<file path="src/vpc_pkg.sv">
/*
 Package for the first-stage PLL control register bank: register addresses,
 field positions, reset values and the carrier structs for bank requests and outputs.
 Assumes an 8-bit address and 8-bit data configuration port.
*/
`default_nettype none
package vpc_pkg;
	localparam int VPC_AW = 8;
	localparam int VPC_DW = 8;

	localparam logic [7:0] VPC_ADDR_FB_CASCADE = 8'h03;
	localparam logic [7:0] VPC_ADDR_LOOP_BYPASS = 8'h0A;
	localparam logic [7:0] VPC_ADDR_TUNE_PUMP = 8'h10;
	localparam logic [7:0] VPC_ADDR_OSC_OUT = 8'h11;
	localparam logic [7:0] VPC_ADDR_LOOP2_PUMP = 8'h12;

	localparam int VPC_BIT_FB_CASCADE = 0;
	localparam int VPC_BIT_LOOP_BYPASS = 0;
	localparam int VPC_BIT_TUNE_POL = 7;
	localparam int VPC_BIT_FORCE_MID = 6;
	localparam int VPC_PUMP_LSB = 0;
	localparam int VPC_PUMP_W = 5;
	localparam int VPC_BIT_OSC_PWR = 7;

	localparam logic VPC_RST_FB_CASCADE = 1'h0;
	localparam logic VPC_RST_LOOP_BYPASS = 1'h0;
	localparam logic VPC_RST_TUNE_POL = 1'h0;
	localparam logic VPC_RST_FORCE_MID = 1'h1;
	localparam logic [4:0] VPC_RST_PUMP = 5'h18;
	localparam logic VPC_RST_OSC_PWR = 1'h0;
	localparam logic [6:0] VPC_RST_OSC_REST = 7'h00;
	localparam logic [6:0] VPC_RST_LOOP2 = 7'h18;

	// Pump current step in microamps; current = step * (code + 1)
	localparam int VPC_PUMP_STEP_UA = 50;

	typedef struct packed {
		logic feedback_cascade_select;
		logic first_loop_bypass;
		logic tuning_polarity;
		logic force_mid_tuning;
		logic [4:0] first_loop_pump_current;
		logic osc_copy_output_power;
	} vpc_ctrl_t;

	typedef struct packed {
		logic wr;
		logic rd;
		logic [7:0] addr;
		logic [7:0] wdata;
	} vpc_req_t;
endpackage
`default_nettype wire

</file>
<file path="src/vpc_pump_dac.sv">
/*
 Pump current computation: converts the pump code into a current in microamps.
 Assumes a static code from the register bank.
*/
`timescale 1ns/1ps
`default_nettype none
module vpc_pump_dac (
	input wire logic clk, // Clock
	input wire logic rst, // Synchronous reset
	input wire logic [4:0] code, // Pump current code
	output logic [10:0] current_ua // Pump current in microamps
);
	import vpc_pkg::*;
	logic [10:0] current_ua_reg;

	always_ff @(posedge clk) begin
		if (rst)
			current_ua_reg <= 11'h000;
		else
			current_ua_reg <= 11'(VPC_PUMP_STEP_UA * (int'(code) + 1));
	end
	assign current_ua = current_ua_reg;
endmodule
`default_nettype wire

</file>
<file path="src/vpc_regs.sv">
/*
 First-stage PLL control register bank with its decoded control outputs.
 Assumes a synchronous single-cycle configuration port already in the clk
 domain (the serial front end lives elsewhere). A strobe is taken on the edge
 that sees it high; reads answer one cycle later, and a read in the cycle of a
 write to the same register returns the value from before the write.
 Bits 6:0 of osc_output_offset_ctrl and second_loop_pump_ctrl are only stored here (bit 7 of the latter is reserved);
 the logic that uses them sits outside this bank.
*/
`timescale 1ns/1ps
`default_nettype none
// Function
// Bit 0 of feedback_cascade_ctrl clear uses main divider; set cascades main and secondary.
// Bit 0 of loop_bypass_ctrl set bypasses the first loop; resets to zero.
// Bit 7 of tuning_and_pump_ctrl picks tuning slope, clear positive; resets clear.
// Bit 6 of tuning_and_pump_ctrl resets to one and forces tuning voltage to mid.
// Host should clear the force bit after startup so the loop locks.
// Pump current equals unit step times code plus one.
// Pump code resets to 24, giving 1.25 mA.
// Bit 7 of osc_output_offset_ctrl powers the oscillator copy output; resets clear.
// Reserved bits read zero and ignore writes.
module vpc_regs #(
	parameter int ADDR_W = vpc_pkg::VPC_AW, // Configuration address width
	parameter int DATA_W = vpc_pkg::VPC_DW // Configuration data width
) (
	input wire logic clk, // Clock, 40 MHz
	input wire logic rst, // Synchronous reset, active high
	input wire vpc_pkg::vpc_req_t req, // Register write/read request
	output logic [7:0] rdata, // Read data, registered
	output logic rvalid, // Read data valid pulse
	output vpc_pkg::vpc_ctrl_t ctrl, // Decoded control fields
	output logic feedback_cascade_select, // 1: main x secondary divider
	output logic first_loop_bypass, // 1: loop disabled and bypassed
	output logic tuning_polarity, // 1: negative tuning slope
	output logic force_mid_tuning, // 1: tuning voltage at mid-supply
	output logic osc_copy_output_power, // 1: copy output powered up
	output logic [10:0] first_loop_pump_ua // Pump current in microamps
);
	import vpc_pkg::*;

	logic fb_cascade_reg;
	logic loop_bypass_reg;
	logic tune_pol_reg;
	logic force_mid_reg;
	logic [4:0] pump_reg;
	logic osc_pwr_reg;
	// Other fields of osc_output_offset_ctrl and second_loop_pump_ctrl belong to logic outside this bank but
	// must still read back what was written.
	logic [6:0] osc_out_rest_reg;
	logic [6:0] loop2_reg;
	logic [7:0] rdata_reg;
	logic rvalid_reg;
	logic [7:0] rd_next;
	// One decoded strobe per register keeps each field process to one test
	logic wr_fb_cascade;
	logic wr_loop_bypass;
	logic wr_tune_pump;
	logic wr_osc_out;
	logic wr_loop2_pump;
	// Read images with reserved positions tied low in one place
	logic [7:0] img_fb_cascade;
	logic [7:0] img_loop_bypass;
	logic [7:0] img_tune_pump;
	logic [7:0] img_osc_out;
	logic [7:0] img_loop2_pump;

	function automatic logic hit(input logic [7:0] a, input logic [7:0] r);
		return a == r;
	endfunction

	// The field map is laid out for eight-bit registers only
	if (ADDR_W != 8) begin : g_addr_check
		$error("configuration address must be 8 bits wide");
	end
	if (DATA_W != 8) begin : g_data_check
		$error("configuration data must be 8 bits wide");
	end
	// Pump code must not overlap the polarity and force bits of tuning_and_pump_ctrl
	if (VPC_PUMP_LSB + VPC_PUMP_W > VPC_BIT_FORCE_MID) begin : g_pump_check
		$error("pump field overlaps the tuning control bits");
	end

	assign wr_fb_cascade = req.wr && hit(req.addr, VPC_ADDR_FB_CASCADE);
	assign wr_loop_bypass = req.wr && hit(req.addr, VPC_ADDR_LOOP_BYPASS);
	assign wr_tune_pump = req.wr && hit(req.addr, VPC_ADDR_TUNE_PUMP);
	assign wr_osc_out = req.wr && hit(req.addr, VPC_ADDR_OSC_OUT);
	assign wr_loop2_pump = req.wr && hit(req.addr, VPC_ADDR_LOOP2_PUMP);

	always_ff @(posedge clk) begin
		if (rst)
			fb_cascade_reg <= VPC_RST_FB_CASCADE;
		else if (wr_fb_cascade)
			fb_cascade_reg <= req.wdata[VPC_BIT_FB_CASCADE];
	end

	always_ff @(posedge clk) begin
		if (rst)
			loop_bypass_reg <= VPC_RST_LOOP_BYPASS;
		else if (wr_loop_bypass)
			loop_bypass_reg <= req.wdata[VPC_BIT_LOOP_BYPASS];
	end

	always_ff @(posedge clk) begin
		if (rst)
			tune_pol_reg <= VPC_RST_TUNE_POL;
		else if (wr_tune_pump)
			tune_pol_reg <= req.wdata[VPC_BIT_TUNE_POL];
	end

	// Resets high so the oscillator starts centred; the host clears it to lock
	always_ff @(posedge clk) begin
		if (rst)
			force_mid_reg <= VPC_RST_FORCE_MID;
		else if (wr_tune_pump)
			force_mid_reg <= req.wdata[VPC_BIT_FORCE_MID];
	end

	always_ff @(posedge clk) begin
		if (rst)
			pump_reg <= VPC_RST_PUMP;
		else if (wr_tune_pump)
			pump_reg <= req.wdata[VPC_PUMP_LSB +: VPC_PUMP_W];
	end

	always_ff @(posedge clk) begin
		if (rst) begin
			osc_pwr_reg <= VPC_RST_OSC_PWR;
			osc_out_rest_reg <= VPC_RST_OSC_REST;
		end else if (wr_osc_out) begin
			osc_pwr_reg <= req.wdata[VPC_BIT_OSC_PWR];
			osc_out_rest_reg <= req.wdata[6:0];
		end
	end

	always_ff @(posedge clk) begin
		if (rst)
			loop2_reg <= VPC_RST_LOOP2;
		else if (wr_loop2_pump)
			loop2_reg <= req.wdata[6:0]; // Bit 7 reserved
	end

	always_comb begin
		img_fb_cascade = 8'h00;
		img_fb_cascade[VPC_BIT_FB_CASCADE] = fb_cascade_reg;
		img_loop_bypass = 8'h00;
		img_loop_bypass[VPC_BIT_LOOP_BYPASS] = loop_bypass_reg;
		img_tune_pump = 8'h00; // Bit 5 reserved
		img_tune_pump[VPC_BIT_TUNE_POL] = tune_pol_reg;
		img_tune_pump[VPC_BIT_FORCE_MID] = force_mid_reg;
		img_tune_pump[VPC_PUMP_LSB +: VPC_PUMP_W] = pump_reg;
		img_osc_out = {osc_pwr_reg, osc_out_rest_reg};
		img_loop2_pump = {1'h0, loop2_reg}; // Bit 7 reserved
	end

	// Unmapped addresses fall to the default and read zero
	always_comb begin
		case (req.addr)
			VPC_ADDR_FB_CASCADE: rd_next = img_fb_cascade;
			VPC_ADDR_LOOP_BYPASS: rd_next = img_loop_bypass;
			VPC_ADDR_TUNE_PUMP: rd_next = img_tune_pump;
			VPC_ADDR_OSC_OUT: rd_next = img_osc_out;
			VPC_ADDR_LOOP2_PUMP: rd_next = img_loop2_pump;
			default: rd_next = 8'h00;
		endcase
	end

	// Read data holds between reads so a slow host may sample it late
	always_ff @(posedge clk) begin
		if (rst)
			rdata_reg <= 8'h00;
		else if (req.rd)
			rdata_reg <= rd_next;
	end

	always_ff @(posedge clk) begin
		if (rst)
			rvalid_reg <= 1'h0;
		else
			rvalid_reg <= req.rd;
	end

	vpc_pump_dac u_pump (
		.clk(clk),
		.rst(rst),
		.code(pump_reg),
		.current_ua(first_loop_pump_ua)
	);

	assign rdata = rdata_reg;
	assign rvalid = rvalid_reg;
	assign feedback_cascade_select = fb_cascade_reg;
	assign first_loop_bypass = loop_bypass_reg;
	assign tuning_polarity = tune_pol_reg;
	assign force_mid_tuning = force_mid_reg;
	assign osc_copy_output_power = osc_pwr_reg;
	// Struct and single-bit outputs share the same flops, so they cannot disagree
	always_comb begin
		ctrl.feedback_cascade_select = fb_cascade_reg;
		ctrl.first_loop_bypass = loop_bypass_reg;
		ctrl.tuning_polarity = tune_pol_reg;
		ctrl.force_mid_tuning = force_mid_reg;
		ctrl.first_loop_pump_current = pump_reg;
		ctrl.osc_copy_output_power = osc_pwr_reg;
	end
endmodule
`default_nettype wire

</file>
<file path="config.mk">
export PLATFORM = sky130hd
export DESIGN_NAME = vpc_regs
export DESIGN_NICKNAME = d
export VERILOG_FILES = /design/src/vpc_pkg.sv /design/src/vpc_pump_dac.sv /design/src/vpc_regs.sv
export SDC_FILE = /design/constraint.sdc
export NUM_CORES = 1
export LEC_CHECK = 0
export ABC_CLOCK_PERIOD_IN_PS = 3750
export BUFFER_PORTS_ARGS = -buffer_cell sky130_fd_sc_hd__buf_2
export CORE_UTILIZATION = 31
export DETAILED_ROUTE_END_ITERATION = 16
export GPL_ROUTABILITY_DRIVEN = 0
export MAX_ROUTING_LAYER = met4
export PLACE_DENSITY = 0.62
export SYNTH_ARGS = -nofsm -noshare
export SYNTH_HDL_FRONTEND = slang
export SYNTH_SLANG_ARGS = --single-unit
</file>
<file path="constraint.sdc">
create_clock -name clk -period 3.75 [get_ports clk]
set_clock_uncertainty 0.05 [all_clocks]
set_input_delay 0.75 -clock clk [delete_from_list [all_inputs] [get_ports clk]]
set_output_delay 0.75 -clock clk [all_outputs]
set_load 0.05 [all_outputs]
</file>
==> results by group, run 1 <==
Die
  • Top Ports: 55
  • DIE AREA: 0.00742 sq mm
  • Num rows: 30
  • Initial Util: 32.1%
  • Die width: 86.1 um
  • Die height: 86.1 um
  • Core area: 0.00683 sq mm

Yosys
  • Count leader, synth: dfxtp_1
  • Share of the synthesized area in the top cell type: 39.2%
  • Ys async rst share: 0%
  • Synth top area cells: dfxtp_1 39%, mux2i_1 11%, ha_1 11%
  • Synth Flop Type: dfxtp_1
  • Top cells by count, synth: 43 x dfxtp_1, 31 x nor2_1, 25 x mux2i_1
  • Mapped cell area: 0.00219 sq mm
  • Synth cell types: 33
  • Synth Net Count: 268
  • Syn Area/Cell: 9.66 sq um
  • Syn Inst Count: 227
  • FF+latch count, synth: 43
  • Post-synth top area cell: dfxtp_1
  • Sequential-to-total area share from yosys stat: 39.2%
  • EDFF count, synth: 0
  • Syn. warnings: 0

Critical path
  • Most frequent CP cell: ha_1
  • Worst Setup End Kind: flop
  • Critical Path RT: 3.86 ns
  • Startpoint Class: flop
  • Critical-path cell list: ha_1 -> xor2_1 -> ha_1 -> fa_1 -> ha_1 -> ha_1 -> fa_1 -> a21o_1 -> a21oi_1 -> xnor2_1 -> nor2_1
  • WS Path Type: reg -> reg
  • Critical path arrival: 3.62 ns
  • Slowest-stage cell, CP: dfxtp_1
  • Crit-path max FO: 8
  • Max incr delay on CP: 0.48 ns

Detailed routing
  • 1st-pass router iterations: 4
  • WL met2: 2190 um
  • Via count: 1663
  • Avg WL per Cell: 12.5 um
  • Initial DRC Count: 66
  • Max Used Layer: met4
  • WL met3: 143 um
  • Routed WL: 4620 um
  • Residual DRC: 0
  • M1 WL: 2220 um
  • Routed vias/inst: 4.52
  • Post-DRT Antenna Nets: 0

Timing
  • Tmin final: 3.51 ns
  • Slew margin rel.: 45.3%
  • Tcrit/Tclk final: 93.5%
  • Hold slack: 0.420 ns
  • FMAX: 285 MHz
  • Max-slew violation count: 0
  • Final hold violations: 0
  • # setup viols final: 0
  • RSZ-0062 raised after global routing: false
  • Worst slew pin tran: 0.815 ns
  • TNS Setup: 0 ns

Clocking
  • CTS tree: yes
  • Root Buffer: clkbuf_8
  • TritonCTS Buffers: 5
  • Post_cts resized: 0
  • Total clock sinks: 43
  • Clk_lat worst skew: 0.30 ns
  • Clock Path Buffers: 2
  • Hold-fix buffers, CTS: 0
  • Clk slew on worst S/H paths: 0.09 ns
  • H-tree levels: 2
  • # Post-CTS Setup Buffers: 0

Outcome
  • Outcome: finished clean

Finish
  • Layout Utilization: 37.9%
  • Area growth, synth to finish: 18.2%
  • Max reg flops: 10
  • Final-stage net count: 312
  • Share of cells above drive strength 1: 24.6%
  • # diodes: 0

Global route
  • First-pass GRT wire length: 7320 um
  • Gr usage total: 13.1%
  • Grt ovf: 0
  • Vias in the first global route: 1512
  • Largest net degree at the start of global routing: 47
  • Initial antenna violation count: 0

Placed design
  • # port buffers: 53
  • Dpl hpwl: 3460 um

Hold path
  • Worst hold path class: reg -> reg

Flow run
  • Maxcap violations: 0

Power and ir drop
  • Peak supply drop: 145 uV
  • Static Leak: 1.12 nW
  • Pwr Density: 328 mW/mm^2
## routing by layer
layer  GRT usage, %  vias up
li1               -      859
met1           16.1      766
met2           21.6       31
met3           2.41        7
met4           4.55        0
met5              -        -
## cells by family after synthesis
kind of cell / share of synthesized area (%)
and+or+nand+nor: 19.3
DFF: 39.2
muxes: 11.9
AOI/OAI and AO/OA: 7.30
buffers and inverters: 5.36
adders and majority gates: 12.7
xor gates and xnor gates: 3.99
other: 0.171
## cell usage in the layout (no fill, tap or decap), drive strengths merged
cell type  synthesis  final
nor4b              1      1
a21oi             14     14
buf                9     54
clkbuf             8      5
nand2b            10     10
dfxtp             43     43
inv                6      9
nor2b              8      8
nor2              31     31
o21ai              1      1
ha                19     19
fa                 2      2
nor3b              1      1
or4                1      1
a22o               1      1
mux2               1      1
nor3               6      6
xnor2              5      5
nand2              4      4
a311oi             1      1
nand3b             3      3
conb               1      1
a21o               2      2
nand4              1      1
nand3              9      9
xor2               5      5
mux2i             25     25
o2bb2ai            6      6
nor4               3      3
## cell type report
class	count	area, sq um
multi-input combinational	161	1220
inverter	6	22.5
fill	723	4240
tap	96	120
clock buffer	5	68.8
sequential	43	861
timing repair buffer	54	273
clock inverter	3	26.3
## power breakdown
group / internal (mW) / total [mW] / leakage [nW] / switching (mW)
Combinational: 0.0203 / 0.0710 / 0.720 / 0.0508
Sequential: 0.461 / 0.462 / 0.349 / 0.00120
Clock: 0.138 / 0.317 / 0.0495 / 0.179
## path summary, 6_finish.rpt
check / from / endpoint / slack (ns) / cells past startpoint
max reg2reg: pump_reg[0] / u_pump.current_ua[10] / 0.24 / 11
max: pump_reg[0] / u_pump.current_ua[10] / 0.24 / 11
min reg2reg: rdata[3] / rdata[3] / 0.42 / 2
min: rdata[3] / rdata[3] / 0.42 / 2
## critical path, delay by kind of cell (launching register included)
family | cells | cell delay (ns)
and+or+nand+nor | 1 | 0.05
DFF | 1 | 0.48
AOI/OAI and AO/OA | 2 | 0.37
xor gates and xnor gates | 2 | 0.42
adders and majority gates | 6 | 1.98
## metrics by stage
step | cell area, sq um | power [mW] | std cells | setup slack [ns]
3_5_place_dp | 2500 | 0.545 | 360 | 0.245
2_1_floorplan | 2190 | 0.521 | 227 | 0.155
3_3_place_gp | 2500 | 0.544 | 360 | 0.395
6_report | 2590 | 0.850 | 368 | 0.242
5_1_grt | 2590 | 0.880 | 368 | 0.0108
4_1_cts | 2590 | 0.861 | 368 | 0.231
(Power assumes the default switching activity.)
==> run 2: changes to the inputs <==
- ABC_CLOCK_PERIOD_IN_PS: 3750 -> 3900
- clock period: 3.75 -> 3.9 ns (I/O delays scaled with it)
==> results by group, run 2 (synthesis results as in run 1) <==
Die
  • Core area: 0.00683 sq mm
  • DIE AREA: 0.00742 sq mm
  • Die width: 86.1 um
  • Num rows: 30
  • Top Ports: 55
  • Initial Util: 32.1%
  • Die height: 86.1 um

Clocking
  • Clk slew on worst S/H paths: 0.09 ns
  • Clock Path Buffers: 2
  • Hold-fix buffers, CTS: 0
  • Clk_lat worst skew: 0.30 ns
  • Root Buffer: clkbuf_8
  • Post_cts resized: 0
  • # Post-CTS Setup Buffers: 0
  • TritonCTS Buffers: 5
  • H-tree levels: 2
  • Total clock sinks: 43
  • CTS tree: yes

Timing
  • Setup slack after layout: 0.433 ns
  • Hold slack: 0.421 ns
  • Final hold violations: 0
  • RSZ-0062 raised after global routing: false
  • Max-slew violation count: 0
  • # setup viols final: 0
  • Tmin final: 3.47 ns
  • Worst slew pin tran: 0.821 ns
  • TNS Setup: 0 ns
  • Slew margin rel.: 45.3%
  • FMAX: 288 MHz
  • Tcrit/Tclk final: 88.9%

Detailed routing
  • Routed vias/inst: 4.53
  • Initial DRC Count: 62
  • 1st-pass router iterations: 4
  • Avg WL per Cell: 12.4 um
  • Residual DRC: 0
  • Post-DRT Antenna Nets: 0
  • Via count: 1666
  • Routed WL: 4570 um

Global route
  • Vias in the first global route: 1480
  • Gr usage total: 12.7%
  • Initial antenna violation count: 0
  • First-pass GRT wire length: 7150 um
  • Largest net degree at the start of global routing: 47
  • Grt ovf: 0

Critical path
  • Critical-path cell list: inv_1 -> ha_1 -> inv_1 -> ha_1 -> fa_1 -> ha_1 -> ha_1 -> fa_1 -> a21o_1 -> a21oi_1 -> xnor2_1 -> nor2_1
  • Critical path arrival: 3.57 ns
  • Critical Path RT: 4.01 ns
  • CP top delay family: adder cells
  • Worst Setup End Kind: flop
  • Reg2Reg Setup Slack: 0.43 ns
  • WP buf/inv: 2
  • RR Endpoint: u_pump.current_ua[10]
  • Crit-path max FO: 8
  • Startpoint Class: flop
  • Max incr delay on CP: 0.48 ns
  • Worst r2r src: pump_reg[0]
  • Most frequent CP cell: ha_1
  • WS Path Type: reg -> reg
  • Worst r2r path cells: 12
  • Slowest-stage cell, CP: dfxtp_1

Placed design
  • Placed cells: 360
  • Dpl hpwl: 3430 um
  • Cell Area, Placed: 0.00250 sq mm
  • Dpl ws: 0.436 ns
  • # port buffers: 53

Flow run
  • Maxcap violations: 0

Hold path
  • Worst hold path class: reg -> reg
  • Worst Hold Depth: 2
  • Hold EP: rdata[3]
  • Min-Delay Startpoint: rdata[3]

Power and ir drop
  • Pwr Density: 314 mW/mm^2
  • Static Leak: 1.12 nW
  • Design Power: 0.814 mW
  • Peak supply drop: 117 uV

Finish
  • Area growth, synth to finish: 18.2%
  • Share of cells above drive strength 1: 24.6%
  • Final-stage net count: 312
  • Layout Utilization: 37.9%
  • Max reg flops: 10
  • Commonest non-fill, non-tap cells in the layout: 53 x buf_2, 43 x dfxtp_1, 31 x nor2_1
  • Fin area: 0.00259 sq mm
  • Finished Layout Cells: 368
  • Most common cell after layout, fill and taps aside: buf_2
  • # diodes: 0

Outcome
  • Outcome: finished clean
run 2: cell counts in the layout (fill, tap and decap cells not counted):
No cell type changed its count.
run 2: area by class of cell:
| class | instances | area [sq um] |
|---|---|---|
| clock buffer | 5 | 68.8 |
| clock inverter | 3 | 26.3 |
| fill | 714 | 4240 |
| inverter | 6 | 22.5 |
| multi-input combinational | 161 | 1220 |
| sequential | 43 | 861 |
| tap | 96 | 120 |
| timing repair buffer | 54 | 273 |
run 2: worst max-delay path by stage:
stage	startpoint	to	slack, ns	cells after the start
after CTS	pump_reg[0]	u_pump.current_ua[10]	0.42	12
after floorplan	pump_reg[0]	u_pump.current_ua[10]	0.30	12
final	pump_reg[0]	u_pump.current_ua[10]	0.43	12
after global placement	pump_reg[0]	u_pump.current_ua[10]	0.55	12
after global routing	pump_reg[0]	u_pump.current_ua[10]	0.30	11
after detailed placement	pump_reg[0]	u_pump.current_ua[10]	0.44	12
run 2: worst reg2reg max path, delay by kind of cell, from the launching register on:
kind            cells  cell delay [ns]
compound gates      2             0.37
xor+xnor            1             0.13
fa+ha+maj           6             2.07
buf+inv             2             0.18
flops               1             0.48
simple gates        1             0.05
run 2: report_power, final:
group | switching, mW | internal (mW) | leakage [nW] | total, mW
Sequential | 0.00119 | 0.443 | 0.349 | 0.444
Combinational | 0.0486 | 0.0195 | 0.720 | 0.0681
Clock | 0.169 | 0.133 | 0.0495 | 0.302
Total | 0.218 | 0.596 | 1.12 | 0.814
run 2: layer usage:
metal	GRT usage, %	vias up	share of wire (%)	wire length, um
li1	-	865	-	-
met1	16.3	764	49	2220
met2	20.1	33	48	2180
met3	2.79	4	3.3	149
met4	3.33	0	0.37	17
met5	-	-	0	0
